[src/common/lgpc_regs.vh]
// Purpose: Register offsets, field widths and reset values for the LED/GPIO pin control block
// Assumes: 8-bit register port, byte offsets
// Notes:   Definitions only
`ifndef LGPC_REGS_VH
`define LGPC_REGS_VH

// ======================================================================
// Register offsets
`define LGPC_ADDR_DIR        8'h70
`define LGPC_ADDR_OTYPE      8'h71
`define LGPC_ADDR_INLVL      8'h72
`define LGPC_ADDR_ACT_LO     8'h73
`define LGPC_ADDR_ACT_HI     8'h74
`define LGPC_ADDR_POL_LO     8'h75
`define LGPC_ADDR_POL_HI     8'h76
`define LGPC_ADDR_CHG_STS    8'h78
`define LGPC_ADDR_CHG_MASK   8'h79

// ======================================================================
// Field layout
`define LGPC_NGPIO           8
`define LGPC_NLED            11
`define LGPC_HI_BITS         3
`define LGPC_LED8_IDX        7
`define LGPC_LED9_IDX        8
`define LGPC_LED10_IDX       9
`define LGPC_LED11_IDX       10

// ======================================================================
// Reset values
`define LGPC_RST_BYTE        8'h00
`define LGPC_RST_HI          3'h0
`define LGPC_RST_LED         11'h000
`define LGPC_RST_OEN         11'h7ff
`define LGPC_RST_FILL        3'h0

// ======================================================================
// Timing counts
`define LGPC_SYNC_FILL       3'h4

`endif

[src/hdl/lgpc_pin_ctrl.v]
// Purpose: Per-pin direction, output type, actuation and change detection for LED/GPIO pins
// Assumes: One clock; pins arrive asynchronously; PWM and linking logic sit elsewhere
// Notes:   Pin drive is static: minimum duty is taken as fully off, maximum as fully on
//          Change flags are sticky, cleared by reading them; a same-edge change survives
//          Pin levels need four clocks to appear; pulses spanning fewer than two clock edges are missed
//          LED9-11 have no type bit and always sink as open-drain
//          Touch links arrive as levels already combined by the outside logic
//
// Added by the designer: the plain strobed port.
`timescale 1ns/1ps
`default_nettype none
`include "lgpc_regs.vh"

module lgpc_pin_ctrl (
    input  wire        clk,
    input  wire        rst_n,
    input  wire [7:0]  reg_addr,
    input  wire [7:0]  reg_wdata,
    input  wire        reg_wr,
    input  wire        reg_rd,
    output reg  [7:0]  reg_rdata,
    input  wire [7:0]  pin_in,
    output reg  [10:0] led_pin_out,
    output reg  [10:0] led_pin_oe_n,
    input  wire [10:0] led_touch_link,
    input  wire        led10_group_linked,
    input  wire        group_touch,
    output wire        irq
);

    // ==================================================================
    // Register map, byte offsets
    //   DIR      rw  direction, set bit drives
    //   OTYPE    rw  output type, set bit push-pull
    //   INLVL    ro  synchronised pin levels
    //   ACT_LO   rw  actuation LED1-8
    //   ACT_HI   rw  actuation LED9-11 in bits 2-0
    //   POL_LO   rw  polarity LED1-8, set is non-inverted
    //   POL_HI   rw  polarity LED9-11 in bits 2-0
    //   CHG_STS  rc  change flags, a read clears them
    //   CHG_MASK rw  change interrupt enables
    //   Every register resets to zero
    //   Any other offset reads zero and ignores writes

    // ==================================================================
    // Register state
    reg [7:0]  pin_direction_r;
    reg [7:0]  pin_output_type_r;
    reg [10:0] led_actuation_r;
    reg [10:0] led_polarity_r;
    reg [7:0]  pin_change_flag_r;
    reg [7:0]  chg_mask_r;
    reg [7:0]  rdata_nxt;

    // ==================================================================
    // Helper functions
    // Kept as functions so the write decode and read mux cannot drift apart
    // Address match shared by the write decode and the read mux
    function lgpc_hit;
        input [7:0] addr;
        input [7:0] offs;
        begin
            lgpc_hit = (addr == offs);
        end
    endfunction

    // Upper LED byte carries three live bits; the rest read zero
    function [7:0] lgpc_pad_hi;
        input [2:0] bits;
        begin
            lgpc_pad_hi = {5'h00, bits};
        end
    endfunction

    // Upper LED byte keeps only its three live bits on a write
    function [2:0] lgpc_cut_hi;
        input [7:0] data;
        begin
            lgpc_cut_hi = data[2:0];
        end
    endfunction

    // Sticky flag update: a new event beats the clearing read
    function [7:0] lgpc_flag_nxt;
        input [7:0] flags;
        input [7:0] evt;
        input       clr;
        begin
            if (clr) begin
                lgpc_flag_nxt = evt;
            end else begin
                lgpc_flag_nxt = flags | evt;
            end
        end
    endfunction

    // Pin drive from logic level, returned as {drive value, enable low}
    // Open-drain only ever sinks, so its drive value stays low
    function [1:0] lgpc_pin_drive;
        input is_out;
        input push_pull;
        input lvl;
        begin
            if (!is_out) begin
                lgpc_pin_drive = 2'b01;
            end else if (push_pull) begin
                lgpc_pin_drive = {lvl, 1'b0};
            end else begin
                lgpc_pin_drive = {1'b0, lvl};
            end
        end
    endfunction

    // ==================================================================
    // Pin input synchroniser and change detect
    reg [7:0]  sync1_r;
    reg [7:0]  sync2_r;
    reg [7:0]  sync3_r;
    reg [7:0]  pin_input_level_r;
    wire [7:0] agree;
    wire [7:0] lvl_nxt;
    wire [7:0] change_evt;

    // Level moves only once stages two and three agree, filtering a single metastable sample
    assign agree      = ~(sync2_r ^ sync3_r);
    assign lvl_nxt    = (agree & sync3_r) | (~agree & pin_input_level_r);

    // Stages fill from reset zeros and idle-high pins would look like a change,
    // so no flag is raised until the fill is over; a real change that early is lost
    reg  [2:0] fill_cnt_r;
    wire       primed;
    assign primed     = (fill_cnt_r == `LGPC_SYNC_FILL);
    assign change_evt = (lvl_nxt ^ pin_input_level_r) & ~pin_direction_r & {8{primed}};

    // Three-stage synchroniser; only stage two reads stage one
    always @(posedge clk or negedge rst_n) begin
        if (!rst_n) begin
            sync1_r <= `LGPC_RST_BYTE;
            sync2_r <= `LGPC_RST_BYTE;
            sync3_r <= `LGPC_RST_BYTE;
        end else begin
            sync1_r <= pin_in;
            sync2_r <= sync1_r;
            sync3_r <= sync2_r;
        end
    end

    // Level follows the pin whatever the pin's direction
    always @(posedge clk or negedge rst_n) begin
        if (!rst_n) begin
            pin_input_level_r <= `LGPC_RST_BYTE;
        end else begin
            pin_input_level_r <= lvl_nxt;
        end
    end

    // Counts the edges that carry the first real sample through every stage
    // Saturates, so the gate opens once and stays open until the next reset
    always @(posedge clk or negedge rst_n) begin
        if (!rst_n) begin
            fill_cnt_r <= `LGPC_RST_FILL;
        end else if (!primed) begin
            fill_cnt_r <= fill_cnt_r + 3'h1;
        end
    end

    // ==================================================================
    // Register writes
    // Writes land at the strobe edge and read back on the next request
    // Writes to the input level and status offsets decode to nothing
    wire wr_dir  = reg_wr && lgpc_hit(reg_addr, `LGPC_ADDR_DIR);
    wire wr_ot   = reg_wr && lgpc_hit(reg_addr, `LGPC_ADDR_OTYPE);
    wire wr_alo  = reg_wr && lgpc_hit(reg_addr, `LGPC_ADDR_ACT_LO);
    wire wr_ahi  = reg_wr && lgpc_hit(reg_addr, `LGPC_ADDR_ACT_HI);
    wire wr_plo  = reg_wr && lgpc_hit(reg_addr, `LGPC_ADDR_POL_LO);
    wire wr_phi  = reg_wr && lgpc_hit(reg_addr, `LGPC_ADDR_POL_HI);
    wire wr_msk  = reg_wr && lgpc_hit(reg_addr, `LGPC_ADDR_CHG_MASK);
    wire rd_sts  = reg_rd && lgpc_hit(reg_addr, `LGPC_ADDR_CHG_STS);

    // Direction, cleared at reset so no LED1-8 pin drives before software asks
    always @(posedge clk or negedge rst_n) begin
        if (!rst_n) begin
            pin_direction_r <= `LGPC_RST_BYTE;
        end else if (wr_dir) begin
            pin_direction_r <= reg_wdata;
        end
    end

    // Output type, only consulted for output pins
    always @(posedge clk or negedge rst_n) begin
        if (!rst_n) begin
            pin_output_type_r <= `LGPC_RST_BYTE;
        end else if (wr_ot) begin
            pin_output_type_r <= reg_wdata;
        end
    end

    // Actuation LED1-8
    always @(posedge clk or negedge rst_n) begin
        if (!rst_n) begin
            led_actuation_r[7:0] <= `LGPC_RST_BYTE;
        end else if (wr_alo) begin
            led_actuation_r[7:0] <= reg_wdata;
        end
    end

    // Actuation LED9-11
    always @(posedge clk or negedge rst_n) begin
        if (!rst_n) begin
            led_actuation_r[10:8] <= `LGPC_RST_HI;
        end else if (wr_ahi) begin
            led_actuation_r[10:8] <= lgpc_cut_hi(reg_wdata);
        end
    end

    // Polarity LED1-8
    always @(posedge clk or negedge rst_n) begin
        if (!rst_n) begin
            led_polarity_r[7:0] <= `LGPC_RST_BYTE;
        end else if (wr_plo) begin
            led_polarity_r[7:0] <= reg_wdata;
        end
    end

    // Polarity LED9-11
    always @(posedge clk or negedge rst_n) begin
        if (!rst_n) begin
            led_polarity_r[10:8] <= `LGPC_RST_HI;
        end else if (wr_phi) begin
            led_polarity_r[10:8] <= lgpc_cut_hi(reg_wdata);
        end
    end

    // Change interrupt enables
    always @(posedge clk or negedge rst_n) begin
        if (!rst_n) begin
            chg_mask_r <= `LGPC_RST_BYTE;
        end else if (wr_msk) begin
            chg_mask_r <= reg_wdata;
        end
    end

    // Sticky change flags; a change in the same cycle as the clearing read survives
    always @(posedge clk or negedge rst_n) begin
        if (!rst_n) begin
            pin_change_flag_r <= `LGPC_RST_BYTE;
        end else begin
            pin_change_flag_r <= lgpc_flag_nxt(pin_change_flag_r, change_evt, rd_sts);
        end
    end

    // ==================================================================
    // Interrupt, a level while any enabled flag stands
    assign irq = |(pin_change_flag_r & chg_mask_r);

    // ==================================================================
    // Read port, data one cycle after the strobe
    always @* begin
        rdata_nxt = `LGPC_RST_BYTE;
        // Unmapped offsets fall through to zero
        if (!reg_rd) begin
            rdata_nxt = `LGPC_RST_BYTE;
        end else if (lgpc_hit(reg_addr, `LGPC_ADDR_DIR)) begin
            rdata_nxt = pin_direction_r;
        end else if (lgpc_hit(reg_addr, `LGPC_ADDR_OTYPE)) begin
            rdata_nxt = pin_output_type_r;
        end else if (lgpc_hit(reg_addr, `LGPC_ADDR_INLVL)) begin
            rdata_nxt = pin_input_level_r;
        end else if (lgpc_hit(reg_addr, `LGPC_ADDR_ACT_LO)) begin
            rdata_nxt = led_actuation_r[7:0];
        end else if (lgpc_hit(reg_addr, `LGPC_ADDR_ACT_HI)) begin
            rdata_nxt = lgpc_pad_hi(led_actuation_r[10:8]);
        end else if (lgpc_hit(reg_addr, `LGPC_ADDR_POL_LO)) begin
            rdata_nxt = led_polarity_r[7:0];
        end else if (lgpc_hit(reg_addr, `LGPC_ADDR_POL_HI)) begin
            rdata_nxt = lgpc_pad_hi(led_polarity_r[10:8]);
        end else if (lgpc_hit(reg_addr, `LGPC_ADDR_CHG_STS)) begin
            rdata_nxt = pin_change_flag_r;
        end else if (lgpc_hit(reg_addr, `LGPC_ADDR_CHG_MASK)) begin
            rdata_nxt = chg_mask_r;
        end
    end

    // Zero outside the answer cycle, so a stale value is never mistaken for data
    always @(posedge clk or negedge rst_n) begin
        if (!rst_n) begin
            reg_rdata <= `LGPC_RST_BYTE;
        end else begin
            reg_rdata <= rdata_nxt;
        end
    end

    // ==================================================================
    // Effective actuation and pin drive
    // Touches from the outside linking logic merge into the actuation bits.
    // Duty-cycle shaping is not modelled: an actuated pin sits fully on and
    // a non-actuated pin fully off, so minimum duty reads as off.
    // Pins leave through flip-flops so a decode glitch never reaches a pad.
    // The cost is one clock of lag after any register or link change.
    // LED8 and LED11 are stripped of links here rather than trusted to the source.
    reg [10:0] link_mask;
    reg [10:0] act_eff;
    reg [10:0] logic_lvl;
    reg [10:0] out_nxt;
    reg [10:0] oen_nxt;
    integer    i;

    always @* begin
        link_mask                  = led_touch_link;
        link_mask[`LGPC_LED8_IDX]  = 1'b0;
        link_mask[`LGPC_LED11_IDX] = 1'b0;
        if (led10_group_linked) begin
            link_mask[`LGPC_LED10_IDX] = link_mask[`LGPC_LED10_IDX] | group_touch;
            link_mask[`LGPC_LED9_IDX]  = link_mask[`LGPC_LED9_IDX] | group_touch;
        end
    end

    // Per-pin drive from effective actuation, polarity, direction and type
    always @* begin
        act_eff   = led_actuation_r | link_mask;
        // Clear polarity inverts: actuated is logic 0; inactive is logic 1
        logic_lvl = ~(act_eff ^ led_polarity_r);
        for (i = 0; i < `LGPC_NLED; i = i + 1) begin
            out_nxt[i] = 1'b0;
            oen_nxt[i] = 1'b1;
            if (i >= `LGPC_NGPIO) begin
                // LED9-11 have no direction or type bit: always open-drain sinks
                {out_nxt[i], oen_nxt[i]} = lgpc_pin_drive(1'b1, 1'b0, logic_lvl[i]);
            end else begin
                // LED1-8 follow their direction bit, then their type bit
                {out_nxt[i], oen_nxt[i]} = lgpc_pin_drive(pin_direction_r[i],
                                                          pin_output_type_r[i],
                                                          logic_lvl[i]);
            end
        end
    end

    // Drive value, low at reset so an early enable cannot source current
    always @(posedge clk or negedge rst_n) begin
        if (!rst_n) begin
            led_pin_out <= `LGPC_RST_LED;
        end else begin
            led_pin_out <= out_nxt;
        end
    end

    // Enables, all released at reset; LED1-8 until software picks a direction, LED9-11 until their logic level goes low
    always @(posedge clk or negedge rst_n) begin
        if (!rst_n) begin
            led_pin_oe_n <= `LGPC_RST_OEN;
        end else begin
            led_pin_oe_n <= oen_nxt;
        end
    end

endmodule // lgpc_pin_ctrl
`default_nettype wire
[config.mk]
export PLATFORM = sky130hd
export DESIGN_NAME = lgpc_pin_ctrl
export DESIGN_NICKNAME = d
export VERILOG_FILES = /design/src/hdl/lgpc_pin_ctrl.v
export VERILOG_INCLUDE_DIRS = /design/src /design/src/common
export SDC_FILE = /design/constraint.sdc
export NUM_CORES = 1
export LEC_CHECK = 0
export ABC_AREA = 1
export ABC_CLOCK_PERIOD_IN_PS = 3950
export BUFFER_PORTS_ARGS = -buffer_cell sky130_fd_sc_hd__clkbuf_2
export CAP_MARGIN = 20
export CORE_MARGIN = 2
export CORE_UTILIZATION = 55
export CTS_CLUSTER_SIZE = 20
export DETAILED_ROUTE_END_ITERATION = 16
export PLACE_DENSITY = 0.77
export SLEW_MARGIN = 20
export SYNTH_ARGS = -nofsm -noshare
export SYNTH_HDL_FRONTEND = slang
export SYNTH_SLANG_ARGS = --single-unit
[constraint.sdc]
create_clock -name clk -period 3.95 [get_ports clk]
set_input_delay 0.79 -clock clk [delete_from_list [all_inputs] [get_ports clk]]
set_output_delay 0.79 -clock clk [all_outputs]
set_load 0.05 [all_outputs]
### Word-level counts from Yosys, hierarchy flattened

Cells that the tools add are included.

* bits in registers: 116
* word-level logic and storage cells: 81
* input bits: 41
* output and inout bits: 31

* equal/unequal tests: 10
* reduce and logical (&&, ||, !) cells: 9
* add/sub/neg operators: 1
* multiplexer cells: 28
* bitwise gates (word level): 17

Operators with widths (number)
* $mux W8: 11
* $eq A8 B7 Y1 const B: 9
* $and A8 B8 Y8: 5
* $mux W2: 17
* $not A8 Y8: 3
* $or A8 B8 Y8: 2
* $xor A8 B8 Y8: 2
* $not A11 Y11: 1
* $or A11 B10 Y11: 1
* $xor A11 B11 Y11: 1
* $logic_and A1 B1 Y1: 8
* $reduce_or A8 Y1: 1
* $add A3 B1 Y3 const B: 1
* $eq A3 B3 Y1 const B: 1
* $or A1 B1 Y1: 2

### Logic depth before layout (Yosys ltp)

* word-level depth: 11
* mapped depth: 11
* gate-level depth less buffers: 11

### Least setup slack after synthesis

Ideal clock, no wire load.

* kind: register to output
* from: register chg_mask_r[2]
* to: output port irq
* cell stages (with the launch flop): 5
* buffers on the path: 0
* slack: 2072 ps
* required time: 3160 ps
* arrival time: 1088 ps
* cells stage by stage: dfrtp_1 > nand2_1 > o21ai_0 > a21oi_1 > nand4_1

* word-level cells in the longest chain between the ends: 2

Ends and longest elaborated chain
* start: declaration: line lgpc_pin_ctrl.v:52 `reg [7:0] chg_mask_r;`
* start signal: assignment: line lgpc_pin_ctrl.v:237 `` chg_mask_r <= `LGPC_RST_BYTE; ``
* start signal: assignment: line lgpc_pin_ctrl.v:239 `chg_mask_r <= reg_wdata;`
* $and A8 B8 Y8: line lgpc_pin_ctrl.v:254 `assign irq = |(pin_change_flag_r & chg_mask_r);`
* $reduce_or A8 Y1: line lgpc_pin_ctrl.v:254
* end: declaration: line lgpc_pin_ctrl.v:28 `output wire irq`

No other way between the ends.

### Worst setup path after layout

* from: register chg_mask_r[6]
* to: output port irq

Same word-level chain as after synthesis.

==> qor.txt <==
Pwr dens: 547 nW/µm²
Status: finished clean
Drt wl/cell: 16.3 µm
DRT Pass-1 Iters: 7
Routability cong.: 0.888
Final Skew: 0.0110 ns
Top cells by area, synth: dfrtp_1, nand2_1, o21ai_0
Worst Tran Pin Value: 0.665 ns
Cell count after synthesis: 509
Clk slew on worst S/H paths: 0.06 ns
DRT antenna net count: 0
Maximum clock rate: 0.413 GHz
CP Capture Type: output port
Worst r2r src: fill_cnt_r[0]
FF-to-FF End: pin_change_flag_r[4]
Die X: 98.6 µm
Sequential area share after synthesis: 59.2%
GR Util All Layers: 25.4%
WP data required: 3.16 ns
FF/Latch Area: 2920 µm²
Number of global-route vias before repair: 3880
Unrepaired setup endpoints after global routing: no
Peak supply drop: 0.426 mV
Commonest non-fill, non-tap cell in the layout: nand2_1
Fill count: 615
Die area: 9720 µm²
Dominant cell type by area after synthesis: dfrtp_1
Pin count of the biggest net entering global routing: 80
Synthesized flop and latch total: 116
Cell area after synthesis: 4920 µm²
Most frequent cells in the layout: nand2_1, dfrtp_1, clkbuf_2
Largest registers: led_actuation_r x11, led_pin_oe_n x11, led_polarity_r x11
Post-Place Cells: 676
WL final: 11.5 mm
R2r setup slk: 2.47 ns
# hold bufs at CTS: 0
Post-route setup slack: 1.53 ns
GRT overflow: 0
Max Cap Viol: 0
Clock Sinks: 116
Clk root buf: clkbuf_8
Vias: 3880
Kind of critical path: flop to output port
Final setup violation count: 0
Row count: 34
Area of the core: 8720 µm²
Post-synthesis area per instance: 9.67 µm²
Top_reg_cell synth: dfrtp_1
I/O Pins: 72
Count of cell types in the netlist: 34
R2R depth: 5
Nets: 630
Cell Area, Placed: 5340 µm²
Synth Warn #: 0
Static Leakage: 2.91 nW
Crit path DAT: 1.63 ns
Starting Density: 56.5%
Worst Path Max Fanout: 2
# diodes: 0
CTS Buffer Depth: 2
Vias per cell: 5.48
Hold Crit Class: input pin to asynchronous set/reset pin
First-pass GRT wire length: 19.0 mm
Worst skew pair latency: 0.53 ns
Post-CTS Resized: 0
Minimum clock period: 2.42 ns
Detailed Route Iter0 Violations: 306
Dpl ws: 1.51 ns
Initial antenna violation count: 0
Layout cells sized above 1: 24.7%
EDFF count, synth: 0
Final Cell Area: 6040 µm²
Chip height: 98.6 µm
Max-slew violation count: 0
Setup TNS: 0 ns
Startpoint types: flop
Finished Layout Cells: 708
Layout area overhead: 22.7%
Power Total: 3.31 mW
CTS buffer count: 17
CTS H-tree lvls: 4
Max-slew headroom: 55.3%
Asr flop ratio synth: 100%
Final worst-path cycle share: 61.3%
Post-synth top area share: 53.4%
Final hold vios: 0
Final HPWL DP: 7.46 mm
CTS tree: done
Multi-input logic area: 1720 µm²
DRC viols: 0
Setup Buffers After CTS: 0
I/O Buffers: 66
[power breakdown]
part	internal [mW]	leakage, nW	switching, mW
logic	0.0601	1.12	0.148
registers	1.24	1.45	0.0385
clock network	1.28	0.338	0.532
[metrics by stage]
step | util (%) | hold slack [ns]
2_1_floorplan | - | 0.331
3_5_place_dp | 61.3 | 0.336
4_1_cts | 69.3 | 0.252
5_1_grt | 69.3 | 0.264
3_3_place_gp | 61.3 | 0.333
6_report | 69.3 | 0.231
[critical path, cell delays in order, from the launching register on]
cell,delay (ns)
dfrtp_1,0.38
inv_1,0.08
o22ai_1,0.09
a21oi_1,0.13
nand4_1,0.14
clkbuf_2,0.27
[how the worst max path moves through the flow]
| stage | startpoint | end | slack, ns | depth (start not counted) |
|---|---|---|---|---|
| after floorplan | chg_mask_r[2] | irq | 2.07 | 4 |
| after global placement | reg_addr[0] | reg_rdata[4] | 1.55 | 9 |
| after detailed placement | reg_addr[7] | reg_rdata[4] | 1.51 | 9 |
| after CTS | chg_mask_r[2] | irq | 1.53 | 5 |
| after global routing | chg_mask_r[2] | irq | 1.46 | 5 |
| final | chg_mask_r[6] | irq | 1.53 | 5 |
[synthesized netlist by cell type, drive strengths merged, types with 5 or more instances]
cell type / number
nand2: 116
dfrtp: 105
o21ai: 80
inv: 53
nor2: 44
nand3: 25
a21oi: 22
buf: 11
dfstp: 11
xor2: 10
nand4: 7
nor3: 5
[metal layers]
metal  vias to the layer above  track usage, %  wire (µm)
li1                       1826               -          -
met5                         -               0          0
met2                       150            41.8       5690
met4                         0            10.1        262
met3                        28            6.31        732
met1                      1876            32.7       4870
[area by class of cell]
cell class	count	share of cell area [%]
clock buffer	23	7.89
clock inverter	9	3.69
inverter	53	3.29
multi-input combinational	330	28.5
sequential	116	48.3
tap	108	2.24
timing repair buffer	69	6.09
[logic make-up after synthesis]
group           Yosys count  share of synthesized area, %
fa+ha+maj                 2                         0.508
other cells               1                        0.0762
buf+inv                  65                          5.90
flops                   116                          59.2
simple gates            198                          18.4
xor+xnor                 13                          2.31
compound gates          114                          13.6
No activity file was read; power rests on OpenSTA's default activity.
